### config.mk
export PLATFORM = sky130hd
export DESIGN_NAME = ddcc_channel_cfg
export DESIGN_NICKNAME = d
export VERILOG_FILES = /design/src/verilog/ddcc_pkg.sv /design/src/verilog/ddcc_plus_one.sv /design/src/verilog/ddcc_channel_cfg.sv
export SDC_FILE = /design/constraint.sdc
export NUM_CORES = 1
export LEC_CHECK = 0
export BUFFER_PORTS_ARGS = -buffer_cell sky130_fd_sc_hd__clkbuf_2
export CAP_MARGIN = 20
export CORE_AREA = 2 2 200 202
export CTS_BUF_LIST = sky130_fd_sc_hd__clkbuf_8
export CTS_CLUSTER_DIAMETER = 40
export CTS_CLUSTER_SIZE = 40
export DETAILED_ROUTE_END_ITERATION = 7
export DIE_AREA = 0 0 202 204
export GPL_ROUTABILITY_DRIVEN = 0
export PLACE_DENSITY = 0.68
export SETUP_SLACK_MARGIN = 0.4
export SLEW_MARGIN = 15
export SYNTH_ARGS = -nofsm -noshare
export SYNTH_HDL_FRONTEND = slang
export SYNTH_SLANG_ARGS = --single-unit
### constraint.sdc
create_clock -name clk -period 2.1 [get_ports clk]
set_clock_uncertainty 0.05 [all_clocks]
set_input_delay 0.315 -clock clk [delete_from_list [all_inputs] [get_ports clk]]
set_output_delay 0.315 -clock clk [all_outputs]
set_load 0.1 [all_outputs]
### src/verilog/ddcc_pkg.sv
// Package of register offsets, field layouts and reset values for the channel filter configuration
package ddcc_pkg;

	// ------------------------------------------------------------
	// Widths
	// ------------------------------------------------------------
	localparam int DDCC_ADDR_W      = 8;
	localparam int DDCC_DATA_W      = 20;
	localparam int DDCC_PHASE_W     = 16;
	localparam int DDCC_OSC_CTRL_W  = 9;
	localparam int DDCC_RDEC_W      = 12;
	localparam int DDCC_RINT_W      = 9;
	localparam int DDCC_RSCL_W      = 12;
	localparam int DDCC_SCL5_W      = 5;
	localparam int DDCC_BYTE_W      = 8;
	localparam int DDCC_CCTL_W      = 11;
	localparam int DDCC_OSCALE_W    = 4;
	localparam int DDCC_SIG_W       = 16;
	localparam int DDCC_SYNC_PINS   = 4;

	// ------------------------------------------------------------
	// Channel address map
	// ------------------------------------------------------------
	localparam logic [7:0] DDCC_OFS_COEFFICIENT_MEMORY_LAST = 8'h7F;
	localparam logic [7:0] DDCC_OFS_PHASE     = 8'h87;
	localparam logic [7:0] DDCC_OFS_OSC_CTRL  = 8'h88;
	localparam logic [7:0] DDCC_OFS_RDEC      = 8'h90;
	localparam logic [7:0] DDCC_OFS_RINT      = 8'h91;
	localparam logic [7:0] DDCC_OFS_RSCL      = 8'h92;
	localparam logic [7:0] DDCC_OFS_RSV_A     = 8'h93;
	localparam logic [7:0] DDCC_OFS_FDEC      = 8'h94;
	localparam logic [7:0] DDCC_OFS_FSCL      = 8'h95;
	localparam logic [7:0] DDCC_OFS_RSV_B     = 8'h96;
	localparam logic [7:0] DDCC_OFS_CDEC      = 8'hA0;
	localparam logic [7:0] DDCC_OFS_CPHASE    = 8'hA1;
	localparam logic [7:0] DDCC_OFS_CTAPS     = 8'hA2;
	localparam logic [7:0] DDCC_OFS_COFS      = 8'hA3;
	localparam logic [7:0] DDCC_OFS_CCTL      = 8'hA4;
	localparam logic [7:0] DDCC_OFS_SIG_I     = 8'hA5;
	localparam logic [7:0] DDCC_OFS_SIG_Q     = 8'hA6;

	// ------------------------------------------------------------
	// Oscillator control fields
	// ------------------------------------------------------------
	localparam int DDCC_OSC_SYNC_LSB  = 7;
	localparam int DDCC_OSC_INSEL     = 6;
	localparam int DDCC_OSC_CLR_HOP   = 3;
	localparam int DDCC_OSC_AMP_DITH  = 2;
	localparam int DDCC_OSC_PH_DITH   = 1;
	localparam int DDCC_OSC_BYPASS    = 0;
	localparam logic [8:0] DDCC_OSC_CTRL_MASK = 9'h1CF;

	// ------------------------------------------------------------
	// Resampler scale fields
	// ------------------------------------------------------------
	localparam int DDCC_RSCL_LOUD_LSB  = 0;
	localparam int DDCC_RSCL_QUIET_LSB = 5;
	localparam logic [11:0] DDCC_RSCL_MASK = 12'h03FF;

	// ------------------------------------------------------------
	// Coefficient filter control fields
	// ------------------------------------------------------------
	localparam int DDCC_CCTL_BYPASS  = 10;
	localparam int DDCC_CCTL_INSRC   = 9;
	localparam int DDCC_CCTL_BANK    = 8;
	localparam int DDCC_CCTL_COMEXP  = 7;
	localparam int DDCC_CCTL_FORCE   = 6;
	localparam int DDCC_CCTL_FMT_HI  = 5;
	localparam int DDCC_CCTL_FMT_LO  = 4;
	localparam int DDCC_CCTL_SCL_LSB = 0;
	localparam logic [4:0] DDCC_OSCALE_BIAS = 5'h03;

	// ------------------------------------------------------------
	// Reset values
	// ------------------------------------------------------------
	localparam logic [15:0] DDCC_RST_PHASE = 16'h0000;
	localparam logic [8:0]  DDCC_RST_OSC   = 9'h000;
	localparam logic [11:0] DDCC_RST_RDEC  = 12'h000;
	localparam logic [8:0]  DDCC_RST_RINT  = 9'h000;
	localparam logic [11:0] DDCC_RST_RSCL  = 12'h000;
	localparam logic [4:0]  DDCC_RST_SCL5  = 5'h00;
	localparam logic [7:0]  DDCC_RST_BYTE  = 8'h00;
	localparam logic [10:0] DDCC_RST_CCTL  = 11'h000;
	localparam logic [15:0] DDCC_RST_SIG   = 16'h0000;
	localparam logic [19:0] DDCC_RST_DATA  = 20'h0_0000;

	// Output encoding of the coefficient filter
	typedef enum logic [1:0] {DDCC_FMT_FIXED, DDCC_FMT_FLOAT8, DDCC_FMT_FLOAT12} ddcc_fmt_type;

endpackage

### src/verilog/ddcc_plus_one.sv
// Registered conversion of a stored ratio-minus-one field into the effective ratio
`timescale 1ns/1ps
module ddcc_plus_one #(
	parameter int W = 8
) (
	input  wire logic         clk,
	input  wire logic         rst_n,
	input  wire logic [W-1:0] value,
	output logic      [W:0]   ratio
);
	localparam logic [W:0] RATIO_RESET = (W+1)'(1);
	localparam logic [W:0] RATIO_STEP  = (W+1)'(1);

	// Effective ratio is stored value plus one
	always_ff @(posedge clk) begin
		if (!rst_n) begin
			ratio <= RATIO_RESET;
		end else begin
			ratio <= {1'b0, value} + RATIO_STEP;
		end
	end
endmodule

### src/verilog/ddcc_channel_cfg.sv
// Per-channel oscillator and filter configuration register set with its datapath steering
// What this block does
// RULE1 - Phase offset added to accumulator upper half
// RULE2 - Two-bit field picks sync pin A-D
// RULE3 - Input select bit picks port A/B
// RULE4 - Software writes zeros to reserved bits
// RULE5 - Clear-on-hop bit zeroes accumulator on hop
// RULE6 - Dither bits enable phase and amplitude dither
// RULE7 - Bypass sends A to I, B to Q
// RULE8 - Resampler decimation stored minus one, 1-4096
// RULE9 - Software keeps decimation above interpolation
// RULE10 - Resampler interpolation stored minus one, 1-512
// RULE11 - Level indicator chooses loud or quiet scale
// RULE12 - Fifth-order decimation minus one, 5-bit scale
// RULE13 - Coefficient filter decimation minus one, to 256
// RULE14 - Decimation phase loaded at start, kept on sync
// RULE15 - Tap count is register plus one
// RULE16 - Shadowed pointer loads at each output sample
// RULE17 - Filter bypass routes fifth-order data to signature
// RULE18 - Input source picks own or partner channel
// RULE19 - Bank bit extends coefficient write address
// RULE20 - Common exponent and forced scale options
// RULE21 - Two-bit field selects output encoding
// RULE22 - Fixed or forced scale shifts by field minus three
`timescale 1ns/1ps
module ddcc_channel_cfg
	import ddcc_pkg::*;
#(
	parameter int CHANNEL_INDEX = 0,
	parameter int IN_W          = 16,
	parameter int FIFTH_W       = 20
) (
	input  wire logic                     clk,
	input  wire logic                     rst_n,
	input  wire logic [DDCC_ADDR_W-1:0]   ch_addr,
	input  wire logic [DDCC_DATA_W-1:0]   ch_wdata,
	input  wire logic                     ch_wr,
	input  wire logic                     ch_rd,
	output logic      [DDCC_DATA_W-1:0]   ch_rdata,
	output logic                          coefficient_memory_wr_en,
	output logic      [DDCC_ADDR_W-1:0]   coefficient_memory_wr_addr,
	output logic      [DDCC_DATA_W-1:0]   coefficient_memory_wr_data,
	input  wire logic [DDCC_PHASE_W-1:0]  osc_acc_upper,
	output logic      [DDCC_PHASE_W-1:0]  osc_phase_angle,
	input  wire logic [DDCC_SYNC_PINS-1:0] sync_pins,
	output logic                          sync_selected,
	input  wire logic                     hop_pulse,
	output logic                          osc_acc_clear,
	output logic                          phase_dither_en,
	output logic                          amp_dither_en,
	input  wire logic [IN_W-1:0]          adc_a,
	input  wire logic [IN_W-1:0]          adc_b,
	input  wire logic [IN_W-1:0]          mixer_i,
	input  wire logic [IN_W-1:0]          mixer_q,
	output logic      [IN_W-1:0]          mixer_in,
	output logic      [IN_W-1:0]          path_i,
	output logic      [IN_W-1:0]          path_q,
	output logic      [DDCC_RDEC_W:0]     resampler_decimation,
	output logic      [DDCC_RINT_W:0]     resampler_interpolation,
	input  wire logic                     level_indicator,
	output logic      [DDCC_SCL5_W-1:0]   resampler_scale_active,
	output logic      [DDCC_BYTE_W:0]     fifth_order_decimation,
	output logic      [DDCC_SCL5_W-1:0]   fifth_order_scale,
	output logic      [DDCC_BYTE_W:0]     coef_filter_decimation,
	input  wire logic                     coef_filter_start,
	output logic      [DDCC_BYTE_W-1:0]   coef_filter_phase,
	output logic      [DDCC_BYTE_W:0]     coef_filter_taps,
	input  wire logic                     coef_filter_out_strobe,
	output logic      [DDCC_BYTE_W-1:0]   coef_filter_pointer,
	input  wire logic                     fifth_out_strobe,
	input  wire logic [FIFTH_W-1:0]       fifth_own_i,
	input  wire logic [FIFTH_W-1:0]       fifth_own_q,
	input  wire logic [FIFTH_W-1:0]       fifth_ch0_i,
	input  wire logic [FIFTH_W-1:0]       fifth_ch0_q,
	input  wire logic [FIFTH_W-1:0]       fifth_ch1_i,
	input  wire logic [FIFTH_W-1:0]       fifth_ch1_q,
	output logic      [FIFTH_W-1:0]       coef_in_i,
	output logic      [FIFTH_W-1:0]       coef_in_q,
	output logic                          coef_filter_bypass,
	input  wire logic [DDCC_SIG_W-1:0]    formatted_i,
	input  wire logic [DDCC_SIG_W-1:0]    formatted_q,
	input  wire logic                     map_to_selftest,
	output logic                          out_common_exp,
	output logic                          out_force_scale,
	output ddcc_fmt_type                  out_format,
	output logic                          out_use_scale,
	output logic signed [DDCC_SCL5_W-1:0] out_shift
);

	// ------------------------------------------------------------
	// Stored registers
	// ------------------------------------------------------------
	logic [DDCC_PHASE_W-1:0]    phase_offset_q;
	logic [DDCC_OSC_CTRL_W-1:0] osc_ctrl_q;
	logic [DDCC_RDEC_W-1:0]     rdec_q;
	logic [DDCC_RINT_W-1:0]     rint_q;
	logic [DDCC_RSCL_W-1:0]     rscl_q;
	logic [DDCC_BYTE_W-1:0]     fdec_q;
	logic [DDCC_SCL5_W-1:0]     fscl_q;
	logic [DDCC_BYTE_W-1:0]     cdec_q;
	logic [DDCC_BYTE_W-1:0]     cphase_q;
	logic [DDCC_BYTE_W-1:0]     ctaps_q;
	logic [DDCC_BYTE_W-1:0]     cofs_shadow_q;
	logic [DDCC_CCTL_W-1:0]     cctl_q;
	logic [DDCC_SIG_W-1:0]      sig_i_q;
	logic [DDCC_SIG_W-1:0]      sig_q_q;

	// ------------------------------------------------------------
	// Write decode
	// ------------------------------------------------------------
	wire logic wr_phase   = ch_wr && (ch_addr == DDCC_OFS_PHASE);
	wire logic wr_osc     = ch_wr && (ch_addr == DDCC_OFS_OSC_CTRL);
	wire logic wr_rdec    = ch_wr && (ch_addr == DDCC_OFS_RDEC);
	wire logic wr_rint    = ch_wr && (ch_addr == DDCC_OFS_RINT);
	wire logic wr_rscl    = ch_wr && (ch_addr == DDCC_OFS_RSCL);
	wire logic wr_fdec    = ch_wr && (ch_addr == DDCC_OFS_FDEC);
	wire logic wr_fscl    = ch_wr && (ch_addr == DDCC_OFS_FSCL);
	wire logic wr_cdec    = ch_wr && (ch_addr == DDCC_OFS_CDEC);
	wire logic wr_cphase  = ch_wr && (ch_addr == DDCC_OFS_CPHASE);
	wire logic wr_ctaps   = ch_wr && (ch_addr == DDCC_OFS_CTAPS);
	wire logic wr_cofs    = ch_wr && (ch_addr == DDCC_OFS_COFS);
	wire logic wr_cctl    = ch_wr && (ch_addr == DDCC_OFS_CCTL);
	wire logic wr_coefficient_memory    = ch_wr && (ch_addr <= DDCC_OFS_COEFFICIENT_MEMORY_LAST);

	// Reserved bits are dropped on write, so they always read back low
	wire logic [DDCC_OSC_CTRL_W-1:0] osc_wval  = ch_wdata[DDCC_OSC_CTRL_W-1:0] & DDCC_OSC_CTRL_MASK; // RULE4
	wire logic [DDCC_RSCL_W-1:0]     rscl_wval = ch_wdata[DDCC_RSCL_W-1:0] & DDCC_RSCL_MASK; // RULE4

	// ------------------------------------------------------------
	// Register storage
	// ------------------------------------------------------------
	always_ff @(posedge clk) begin
		if (!rst_n) begin
			phase_offset_q <= DDCC_RST_PHASE;
			osc_ctrl_q     <= DDCC_RST_OSC;
			rdec_q         <= DDCC_RST_RDEC;
			rint_q         <= DDCC_RST_RINT;
			rscl_q         <= DDCC_RST_RSCL;
		end else begin
			if (wr_phase) phase_offset_q <= ch_wdata[DDCC_PHASE_W-1:0];
			if (wr_osc)   osc_ctrl_q     <= osc_wval;
			if (wr_rdec)  rdec_q         <= ch_wdata[DDCC_RDEC_W-1:0]; // RULE8
			if (wr_rint)  rint_q         <= ch_wdata[DDCC_RINT_W-1:0]; // RULE10
			if (wr_rscl)  rscl_q         <= rscl_wval;
		end
	end

	// Filter chain registers
	always_ff @(posedge clk) begin
		if (!rst_n) begin
			fdec_q        <= DDCC_RST_BYTE;
			fscl_q        <= DDCC_RST_SCL5;
			cdec_q        <= DDCC_RST_BYTE;
			cphase_q      <= DDCC_RST_BYTE;
			ctaps_q       <= DDCC_RST_BYTE;
			cofs_shadow_q <= DDCC_RST_BYTE;
			cctl_q        <= DDCC_RST_CCTL;
		end else begin
			if (wr_fdec)   fdec_q        <= ch_wdata[DDCC_BYTE_W-1:0]; // RULE12
			if (wr_fscl)   fscl_q        <= ch_wdata[DDCC_SCL5_W-1:0]; // RULE12
			if (wr_cdec)   cdec_q        <= ch_wdata[DDCC_BYTE_W-1:0]; // RULE13
			if (wr_cphase) cphase_q      <= ch_wdata[DDCC_BYTE_W-1:0];
			if (wr_ctaps)  ctaps_q       <= ch_wdata[DDCC_BYTE_W-1:0]; // RULE15
			if (wr_cofs)   cofs_shadow_q <= ch_wdata[DDCC_BYTE_W-1:0]; // RULE16
			if (wr_cctl)   cctl_q        <= ch_wdata[DDCC_CCTL_W-1:0];
		end
	end

	// ------------------------------------------------------------
	// Coefficient memory write port
	// ------------------------------------------------------------
	wire logic [DDCC_ADDR_W-1:0] coefficient_memory_addr_d = {cctl_q[DDCC_CCTL_BANK], ch_addr[DDCC_ADDR_W-2:0]}; // RULE19

	// Registered write strobe towards the coefficient memory
	always_ff @(posedge clk) begin
		if (!rst_n) begin
			coefficient_memory_wr_en   <= 1'b0;
			coefficient_memory_wr_addr <= DDCC_RST_BYTE;
			coefficient_memory_wr_data <= DDCC_RST_DATA;
		end else begin
			coefficient_memory_wr_en <= wr_coefficient_memory;
			if (wr_coefficient_memory) begin
				coefficient_memory_wr_addr <= coefficient_memory_addr_d; // RULE19
				coefficient_memory_wr_data <= ch_wdata;
			end
		end
	end

	// ------------------------------------------------------------
	// Oscillator controls
	// ------------------------------------------------------------
	wire logic [1:0] sync_sel    = osc_ctrl_q[DDCC_OSC_SYNC_LSB +: 2];
	wire logic       in_port_b   = osc_ctrl_q[DDCC_OSC_INSEL];
	wire logic       clr_on_hop  = osc_ctrl_q[DDCC_OSC_CLR_HOP];
	wire logic       osc_bypass  = osc_ctrl_q[DDCC_OSC_BYPASS];

	assign sync_selected   = sync_pins[sync_sel]; // RULE2
	assign phase_dither_en = osc_ctrl_q[DDCC_OSC_PH_DITH]; // RULE6
	assign amp_dither_en   = osc_ctrl_q[DDCC_OSC_AMP_DITH]; // RULE6

	// Phase angle, hop clear and path routing
	always_ff @(posedge clk) begin
		if (!rst_n) begin
			osc_phase_angle <= DDCC_RST_PHASE;
			osc_acc_clear   <= 1'b0;
			mixer_in        <= '0;
			path_i          <= '0;
			path_q          <= '0;
		end else begin
			osc_phase_angle <= osc_acc_upper + phase_offset_q; // RULE1
			osc_acc_clear   <= hop_pulse && clr_on_hop; // RULE5
			mixer_in        <= in_port_b ? adc_b : adc_a; // RULE3
			path_i          <= osc_bypass ? adc_a : mixer_i; // RULE7
			path_q          <= osc_bypass ? adc_b : mixer_q; // RULE7
		end
	end

	// ------------------------------------------------------------
	// Resampler, fifth-order and coefficient filter ratios
	// ------------------------------------------------------------
	ddcc_plus_one #(.W(DDCC_RDEC_W)) u_rdec (
		.clk   (clk),
		.rst_n (rst_n),
		.value (rdec_q),
		.ratio (resampler_decimation)
	);

	ddcc_plus_one #(.W(DDCC_RINT_W)) u_rint (
		.clk   (clk),
		.rst_n (rst_n),
		.value (rint_q),
		.ratio (resampler_interpolation)
	);

	ddcc_plus_one #(.W(DDCC_BYTE_W)) u_fdec (
		.clk   (clk),
		.rst_n (rst_n),
		.value (fdec_q),
		.ratio (fifth_order_decimation)
	);

	ddcc_plus_one #(.W(DDCC_BYTE_W)) u_cdec (
		.clk   (clk),
		.rst_n (rst_n),
		.value (cdec_q),
		.ratio (coef_filter_decimation)
	);

	ddcc_plus_one #(.W(DDCC_BYTE_W)) u_ctaps (
		.clk   (clk),
		.rst_n (rst_n),
		.value (ctaps_q),
		.ratio (coef_filter_taps)
	);

	// Active resampler scale follows the level indicator
	wire logic [DDCC_SCL5_W-1:0] scale_loud  = rscl_q[DDCC_RSCL_LOUD_LSB +: DDCC_SCL5_W];
	wire logic [DDCC_SCL5_W-1:0] scale_quiet = rscl_q[DDCC_RSCL_QUIET_LSB +: DDCC_SCL5_W];

	always_ff @(posedge clk) begin
		if (!rst_n) begin
			resampler_scale_active <= DDCC_RST_SCL5;
			fifth_order_scale      <= DDCC_RST_SCL5;
		end else begin
			resampler_scale_active <= level_indicator ? scale_quiet : scale_loud; // RULE11
			fifth_order_scale      <= fscl_q; // RULE12
		end
	end

	// ------------------------------------------------------------
	// Coefficient filter phase and pointer
	// ------------------------------------------------------------
	// Phase is reloaded only at a filter start; a sync leaves it alone
	always_ff @(posedge clk) begin
		if (!rst_n) begin
			coef_filter_phase   <= DDCC_RST_BYTE;
			coef_filter_pointer <= DDCC_RST_BYTE;
		end else begin
			if (coef_filter_start) coef_filter_phase <= cphase_q; // RULE14
			if (coef_filter_out_strobe) coef_filter_pointer <= cofs_shadow_q; // RULE16
		end
	end

	// ------------------------------------------------------------
	// Coefficient filter input source
	// ------------------------------------------------------------
	localparam int PARTNER_CH = (CHANNEL_INDEX == 1) ? 0 : 1;

	wire logic             use_other = cctl_q[DDCC_CCTL_INSRC];
	wire logic [FIFTH_W-1:0] other_i = (PARTNER_CH == 0) ? fifth_ch0_i : fifth_ch1_i; // RULE18
	wire logic [FIFTH_W-1:0] other_q = (PARTNER_CH == 0) ? fifth_ch0_q : fifth_ch1_q; // RULE18

	always_ff @(posedge clk) begin
		if (!rst_n) begin
			coef_in_i <= '0;
			coef_in_q <= '0;
		end else begin
			coef_in_i <= use_other ? other_i : fifth_own_i; // RULE18
			coef_in_q <= use_other ? other_q : fifth_own_q; // RULE18
		end
	end

	// ------------------------------------------------------------
	// Signature capture, readable only when mapped to self-test
	// ------------------------------------------------------------
	assign coef_filter_bypass = cctl_q[DDCC_CCTL_BYPASS];

	wire logic sig_take_fifth = coef_filter_bypass && fifth_out_strobe; // RULE17
	wire logic sig_take_coef  = !coef_filter_bypass && coef_filter_out_strobe;

	always_ff @(posedge clk) begin
		if (!rst_n) begin
			sig_i_q <= DDCC_RST_SIG;
			sig_q_q <= DDCC_RST_SIG;
		end else if (sig_take_fifth) begin
			sig_i_q <= fifth_own_i[FIFTH_W-1 -: DDCC_SIG_W]; // RULE17
			sig_q_q <= fifth_own_q[FIFTH_W-1 -: DDCC_SIG_W]; // RULE17
		end else if (sig_take_coef) begin
			sig_i_q <= formatted_i;
			sig_q_q <= formatted_q;
		end
	end

	// ------------------------------------------------------------
	// Output formatting controls
	// ------------------------------------------------------------
	wire logic [1:0]               fmt_bits = cctl_q[DDCC_CCTL_FMT_HI:DDCC_CCTL_FMT_LO];
	wire logic [DDCC_OSCALE_W-1:0] oscale   = cctl_q[DDCC_CCTL_SCL_LSB +: DDCC_OSCALE_W];

	// 1x is the wide float, 01 the narrow float, 00 fixed point
	assign out_format      = fmt_bits[1] ? DDCC_FMT_FLOAT12 :
	                         (fmt_bits[0] ? DDCC_FMT_FLOAT8 : DDCC_FMT_FIXED); // RULE21
	assign out_common_exp  = cctl_q[DDCC_CCTL_COMEXP] && (out_format != DDCC_FMT_FIXED); // RULE20
	assign out_force_scale = cctl_q[DDCC_CCTL_FORCE]; // RULE20
	assign out_use_scale   = (out_format == DDCC_FMT_FIXED) || out_force_scale; // RULE22
	// Each step is one bit of shift, i.e. about 6.02 dB
	assign out_shift       = $signed({1'b0, oscale}) - $signed(DDCC_OSCALE_BIAS); // RULE22

	// ------------------------------------------------------------
	// Read path
	// ------------------------------------------------------------
	logic [DDCC_DATA_W-1:0] rd_mux;

	always_comb begin
		rd_mux = DDCC_RST_DATA;
		unique case (ch_addr)
			DDCC_OFS_PHASE:    rd_mux = DDCC_DATA_W'(phase_offset_q);
			DDCC_OFS_OSC_CTRL: rd_mux = DDCC_DATA_W'(osc_ctrl_q);
			DDCC_OFS_RDEC:     rd_mux = DDCC_DATA_W'(rdec_q);
			DDCC_OFS_RINT:     rd_mux = DDCC_DATA_W'(rint_q);
			DDCC_OFS_RSCL:     rd_mux = DDCC_DATA_W'(rscl_q);
			DDCC_OFS_FDEC:     rd_mux = DDCC_DATA_W'(fdec_q);
			DDCC_OFS_FSCL:     rd_mux = DDCC_DATA_W'(fscl_q);
			DDCC_OFS_CDEC:     rd_mux = DDCC_DATA_W'(cdec_q);
			DDCC_OFS_CPHASE:   rd_mux = DDCC_DATA_W'(cphase_q);
			DDCC_OFS_CTAPS:    rd_mux = DDCC_DATA_W'(ctaps_q);
			DDCC_OFS_COFS:     rd_mux = DDCC_DATA_W'(cofs_shadow_q);
			DDCC_OFS_CCTL:     rd_mux = DDCC_DATA_W'(cctl_q);
			DDCC_OFS_SIG_I:    rd_mux = map_to_selftest ? DDCC_DATA_W'(sig_i_q) : DDCC_RST_DATA; // RULE17
			DDCC_OFS_SIG_Q:    rd_mux = map_to_selftest ? DDCC_DATA_W'(sig_q_q) : DDCC_RST_DATA; // RULE17
			default:           rd_mux = DDCC_RST_DATA; // Reserved and unused read zero
		endcase
	end

	// Read data registered on the read strobe and held until the next read
	always_ff @(posedge clk) begin
		if (!rst_n) begin
			ch_rdata <= DDCC_RST_DATA;
		end else if (ch_rd) begin
			ch_rdata <= rd_mux;
		end
	end

endmodule

# ---- Word-level counts from Yosys, hierarchy flattened
# Cells that the tools add are included.
dict set report word_totals {
  ff_bits 372
  input_bits 274
  word_cells 96
  output_inout_bits 244
}
dict set report classes {
  muxes 17
  eq_ne 14
  order_cmp 2
  add_sub_neg 7
  reduce_logical 22
}
# op n
set ops {}
lappend ops {{16-bit one-hot mux with 14 select lines} 1}
lappend ops {{16-bit two-way mux} 9}
lappend ops {{8-bit equality test (second input constant)} 14}
lappend ops {{20-bit two-way mux} 2}
lappend ops {{8-bit by 1-bit adder with 9-bit output (second input constant)} 3}
lappend ops {{1-bit logical AND} 17}
lappend ops {{16-bit adder} 1}
lappend ops {{12-bit by 1-bit adder with 13-bit output (second input constant)} 1}
lappend ops {{9-bit by 1-bit adder with 10-bit output (second input constant)} 1}
lappend ops {{8-bit by 7-bit <= comparator with 1-bit output (second input constant)} 1}
lappend ops {{5-bit two-way mux} 1}
lappend ops {{4-bit by 2-bit subtractor with 5-bit output (second input constant)} 1}
lappend ops {{2-bit nonzero test} 2}
lappend ops {{2-bit by 3-bit < comparator with 1-bit output (second input constant)} 1}
lappend ops {{1-bit binary-select mux with 2-bit select} 1}
lappend ops {{2-bit zero test} 1}
lappend ops {{1-bit two-way mux} 2}
lappend ops {{2-bit two-way mux} 1}
lappend ops {{1-bit zero test} 1}
lappend ops {{1-bit logical OR} 1}

# ---- Longest topological paths before layout
dict set report logic_depth {
  depth_word 4
  ltp_mapped 8
  depth_no_buf 7
}

# ---- Cells and area by module
# Synthesis repeated with hierarchy kept, for this count alone.
dict set report hier_totals {
  cells_unflattened 1726
  hier_area_um2 15423.5
}
# module cells_each n_inst seq_area_each_um2 area_per_inst_um2
set by_module_without_submodules {}
lappend by_module_without_submodules {ddcc_channel_cfg 1519 1 6366.1 13341.5}
lappend by_module_without_submodules {{ddcc_plus_one at u_cdec ...} 36 3 180.2 379.1}
lappend by_module_without_submodules {{ddcc_plus_one at u_rdec} 59 1 260.2 544.3}
lappend by_module_without_submodules {{ddcc_plus_one at u_rint} 40 1 200.2 400.4}

# ---- Worst setup path after synthesis
# Ideal clock, no wire load.
dict set report synth_path {
  path_type {register to output}
  start {register cctl_q[0]}
  end {output port out_shift[4]}
  path_buffers 0
  t_arrival_ns 2.577
  slack_ns -0.842
  required_ns 1.735
  stages_incl_launch_ff 3
  cell_sequence {dfxtp_1 -> ha_1 -> nor3_1}
}
dict set report synth_via {
  elab_chain_cells 1
}
# element line_no
set synth_rtl {}
lappend synth_rtl {{start, declared} ddcc_channel_cfg.sv:104} ;# logic [DDCC_CCTL_W-1:0] cctl_q;
lappend synth_rtl {{start signal, assigned} ddcc_channel_cfg.sv:165} ;# if (wr_cctl) cctl_q <= ch_wdata[DDCC_CCTL_W-1:0];
lappend synth_rtl {{4-bit by 2-bit subtractor with 5-bit output} ddcc_channel_cfg.sv:337} ;# assign out_shift = $signed({1'b0, oscale}) - $signed(DDCC_OSCALE_BIAS);
lappend synth_rtl {{end, declared} ddcc_channel_cfg.sv:87} ;# output logic signed [DDCC_SCL5_W-1:0] out_shift
# Every way passes these cells.

# ---- Final worst setup path
dict set report layout_path {
  start {register osc_ctrl_q[7]}
  end {output port sync_selected}
}
dict set report layout_via {
  elab_chain_cells 2
}
# element line_no
set layout_rtl {}
lappend layout_rtl {{start, declared} ddcc_channel_cfg.sv:94} ;# logic [DDCC_OSC_CTRL_W-1:0] osc_ctrl_q;
lappend layout_rtl {{start signal, assigned} ddcc_channel_cfg.sv:141} ;# if (wr_osc) osc_ctrl_q <= osc_wval;
lappend layout_rtl {{1-bit binary-select mux with 2-bit select} ddcc_channel_cfg.sv:197} ;# assign sync_selected = sync_pins[sync_sel];
lappend layout_rtl {{1-bit two-way mux (not written as such)} ddcc_channel_cfg.sv:197}
lappend layout_rtl {{end, declared} ddcc_channel_cfg.sv:46} ;# output logic sync_selected,
# Every way passes these cells. The select of a mux whose other input is x is not followed.

==> summary.md <==
| Metric | Value |
|---|---|
| CTS tree | done |
| Clock sinks | 368 |
| Final setup margin | -0.0453 ns |
| Syn Area/Cell | roughly 9.0 um2 |
| Endpoints failing hold | 0 |
| CP Class | reg2out |
| Hold_sp | osc_acc_upper[15] |
| Global-route wire length before repair | around 97 mm |
| Crit path capture type | output pin |
| Die area | 41,200 um2 |
| RSZ-0062 raised after global routing | yes |
| Core footprint | 39,200 um2 |
| Leak Pwr | 10.4 nW |
| Top_reg_cell synth | dfxtp_1 |
| TritonCTS buffer count | between 50 and 60 |
| Pins Over Slew Limit | 0 |
| Final global-route overflow total | 0 |
| VDD IR-drop max | 0.507 mV |
| Final Non-Filler Cells | slightly above 3,000 |
| Clock-pin slew on the worst setup and hold paths | about 0.080 ns |
| Iter 0 DRT Violations | 1,344 |
| Asr flop ratio synth | 0% |
| Global-route usage over all layers | 30.9% |
| DP Cell Count | 2,666 |
| Mapped Area | 15,400 um2 |
| Die height | about 200 um |
| Placed cell area | 18,800 um2 |
| Setup crit start | osc_ctrl_q[7] |
| Worst hold path type | in2reg |
| Detailed-route vias per instance | 5.44 |
| Rel. slew slack | 53.0% |
| Pin count of the biggest net entering global routing | 70 |
| Pwr Density | 673 nW/um2 |
| Via count of the first global-routing pass | 16,300 |
| R2r worst-path depth | 7 |
| Total Wirelength | between 60 and 70 mm |
| Share of cells above drive strength 1 | 32.2% |
| Drt drc | 0 |
| Register area share after synthesis | 47.7% |
| Fin area | 24,700 um2 |
| Final nets | about 2,700 |
| Worst endpoint required time | between 1.5 and 2 ns |
| CP arrival | 1.78 ns |
| CTS Root Cell | clkbuf_8 |
| DP HPWL | 43.7 mm |
| Failing checks | setup timing |
| DR WL/cell | around 22 um |
| Netlist cell types | between 70 and 80 |
| Worst Hold Depth | 4 |
| CTS H-tree lvls | 2 |
| Fillcell total | 2,928 |
| Max-Cap Viols | 0 |
| Reg2Reg Capture Point | osc_phase_angle[10] |
| Worst-Margin Slew | approximately 0.71 ns |
| Die width | around 200 um |
| Post-synth EDFFs | 0 |
| R2r setup slk | 0.21 ns |
| First-pass DRT Iterations | 8 |
| Status | finished with violations |
| Starting Density | 39.4% |
| Clock latency at the later pin of the worst-skew pair | roughly 0.68 ns |
| Ports | 518 |
| Clock Tree Buf Depth | 3 |
| Worst r2r src | phase_offset_q[0] |
| Area Overhead vs Synth | 60.2% |
| Setup violations, final | 1 |
| Port Buffers | about 470 |
| Seq cells post-synth | 368 |
| Synthesis warning total | 0 |
| ANT nets after route | 0 |
| Vias | between 15,000 and 20,000 |
| Fin crit share | 102% |
| Row count | 73 |
| Kind of start point of the critical path | register |
| Minimum clock period | 2.15 ns |
| Maximum clock rate | 466 MHz |
| CP max FO | 2 |
| Syn Inst Count | approximately 1,700 |
| Hold worst-path end | osc_phase_angle[15] |
| Initial antenna violation count | 4 |
worst max-delay path, cell delays in order (launching register included):
cell and delay (ns):
dfxtp_4 0.37, mux4_2 0.53, clkbuf_16 0.22
per-stage QoR:
step	setup TNS [ns]	setup slack (ns)	util [%]	hold slack [ns]	power, W
6_report	-0.0453	-0.0453	63.1	0.0390	0.0166
5_1_grt	-0.102	-0.102	63.1	0.0404	0.0171
4_1_cts	-0.0765	-0.0765	62.1	0.00509	0.0166
3_5_place_dp	-0.0830	-0.0290	48.0	0.391	0.00961
3_3_place_gp	0	0.0186	48.0	0.385	0.00959
2_1_floorplan	0	0.265	-	0.349	0.00892
power by group:
| part | switching (W) | internal [W] | total [W] |
|---|---|---|---|
| clock network | 0.00341 | 0.00315 | 0.00655 |
| logic | 0.00189 | 0.000957 | 0.00285 |
| registers | 0.000105 | 0.00713 | 0.00724 |
| total | 0.00540 | 0.0112 | 0.0166 |
area by class of cell:
cell class	count	area (um2)	share of cell area (%)
multi-input combinational	1221	7960	32.2
sequential	368	7460	30.2
timing repair buffer	800	7380	29.9
clock buffer	58	798	3.23
tap	525	657	2.66
clock inverter	43	415	1.68
inverter	7	36.3	0.147
antenna	2	5.00	0.0203
placed cells by master, fill, tap and decap left out, drive strengths merged, types with 4 or more instances in the layout:
| cell | Yosys | layout |
|---|---|---|
| o21ai | 39 | 39 |
| conb | 1 | 4 |
| nand2b | 9 | 9 |
| nor3 | 13 | 13 |
| mux2i | 190 | 190 |
| nor2 | 275 | 275 |
| clkinv | 0 | 9 |
| nand4 | 11 | 11 |
| and3 | 14 | 14 |
| nand2 | 226 | 226 |
| nand3 | 77 | 77 |
| a22o | 7 | 7 |
| clkinvlp | 0 | 7 |
| mux4 | 4 | 4 |
| nor2b | 15 | 15 |
| o21a | 5 | 5 |
| dfxtp | 368 | 368 |
| clkbuf | 86 | 446 |
| a31oi | 6 | 6 |
| a21o | 5 | 5 |
| o21bai | 4 | 4 |
| inv | 7 | 31 |
| a211oi | 7 | 7 |
| xor2 | 19 | 19 |
| and2 | 18 | 18 |
| a311oi | 34 | 34 |
| a221oi | 6 | 6 |
| a32oi | 9 | 9 |
| xnor2 | 10 | 10 |
| a22oi | 19 | 19 |
| dlygate4sd3 | 0 | 217 |
| buf | 44 | 195 |
| a21oi | 113 | 113 |
| ha | 21 | 21 |
| or3 | 13 | 13 |
flip-flops by register name, summed over array words and instances, names as in the netlist, 9 cells and up:
name,cells
phase_offset_q,16
coefficient_memory_wr_data,20
coef_in_i,20
path_i,16
path_q,16
u_fdec.ratio,9
u_ctaps.ratio,9
rint_q,9
u_cdec.ratio,9
cctl_q,11
sig_i_q,16
u_rint.ratio,10
sig_q_q,16
mixer_in,16
ch_rdata,16
u_rdec.ratio,13
rdec_q,12
osc_phase_angle,16
coef_in_q,20
rscl_q,10
cell families (layout without fill, tap and decap cells):
kind of cell	count (synthesis)	in the layout	share of synthesized area, %
AO/OA/AOI/OAI	281	281	12.2
XOR/XNOR	29	29	1.65
AND/OR/NAND/NOR	689	689	19.7
multiplexers	196	196	13.1
adder cells (fa/ha/maj)	22	22	1.83
other	1	6	0.0243
buffers and inverters	137	908	3.75
flip-flops	368	368	47.7
per-layer routing:
layer  global-route usage (%)  up-vias  part of all wire (%)
met5                        0        -                 0.024
met4                     15.1        2                   5.5
met3                     7.88      220                   8.8
met2                     53.3      989                    48
met1                     35.6     7781                    37
li1                         -     7446                     -
worst max-delay path by stage:
| stage | to | cells after the start |
|---|---|---|
| after detailed placement | ch_rdata[5] | 7 |
| final | sync_selected | 2 |
| after global placement | ch_rdata[5] | 7 |
| after global routing | sync_selected | 2 |
| after floorplan | osc_phase_angle[10] | 7 |
| after CTS | sync_selected | 2 |
Yosys cell counts (10+ instances only):
cell type	number	area, um2
nor2b_1	14	87.6
o21ai_0	34	170
nand2_1	225	845
ha_1	21	263
or3_1	13	81.3
xnor2_1	10	87.6
clkbuf_1	86	323
xor2_1	19	166
buf_2	16	80.1
a22oi_1	19	143
nand4_1	10	62.6
nor2_1	273	1020
mux2i_1	190	1900
buf_4	10	75.1
and2_1	17	106
nand3_1	73	365
and3_1	14	87.6
a21oi_1	113	566
buf_1	17	63.8
dfxtp_1	368	7370
nor3_1	13	65.1
a311oi_1	34	298
repair_timing:
| item | CTS | global route |
|---|---|---|
| setup endpoints to repair | 252 | 138 |
| hold buffers | 217 | 0 |
| gates cloned | 0 | 3 |
| pin swaps | 14 | 21 |
| hold endpoints to repair | 160 | 0 |
| setup buffers | 15 | 20 |
| resized for setup | 485 | 123 |
Power figures use the tool's default switching activity.
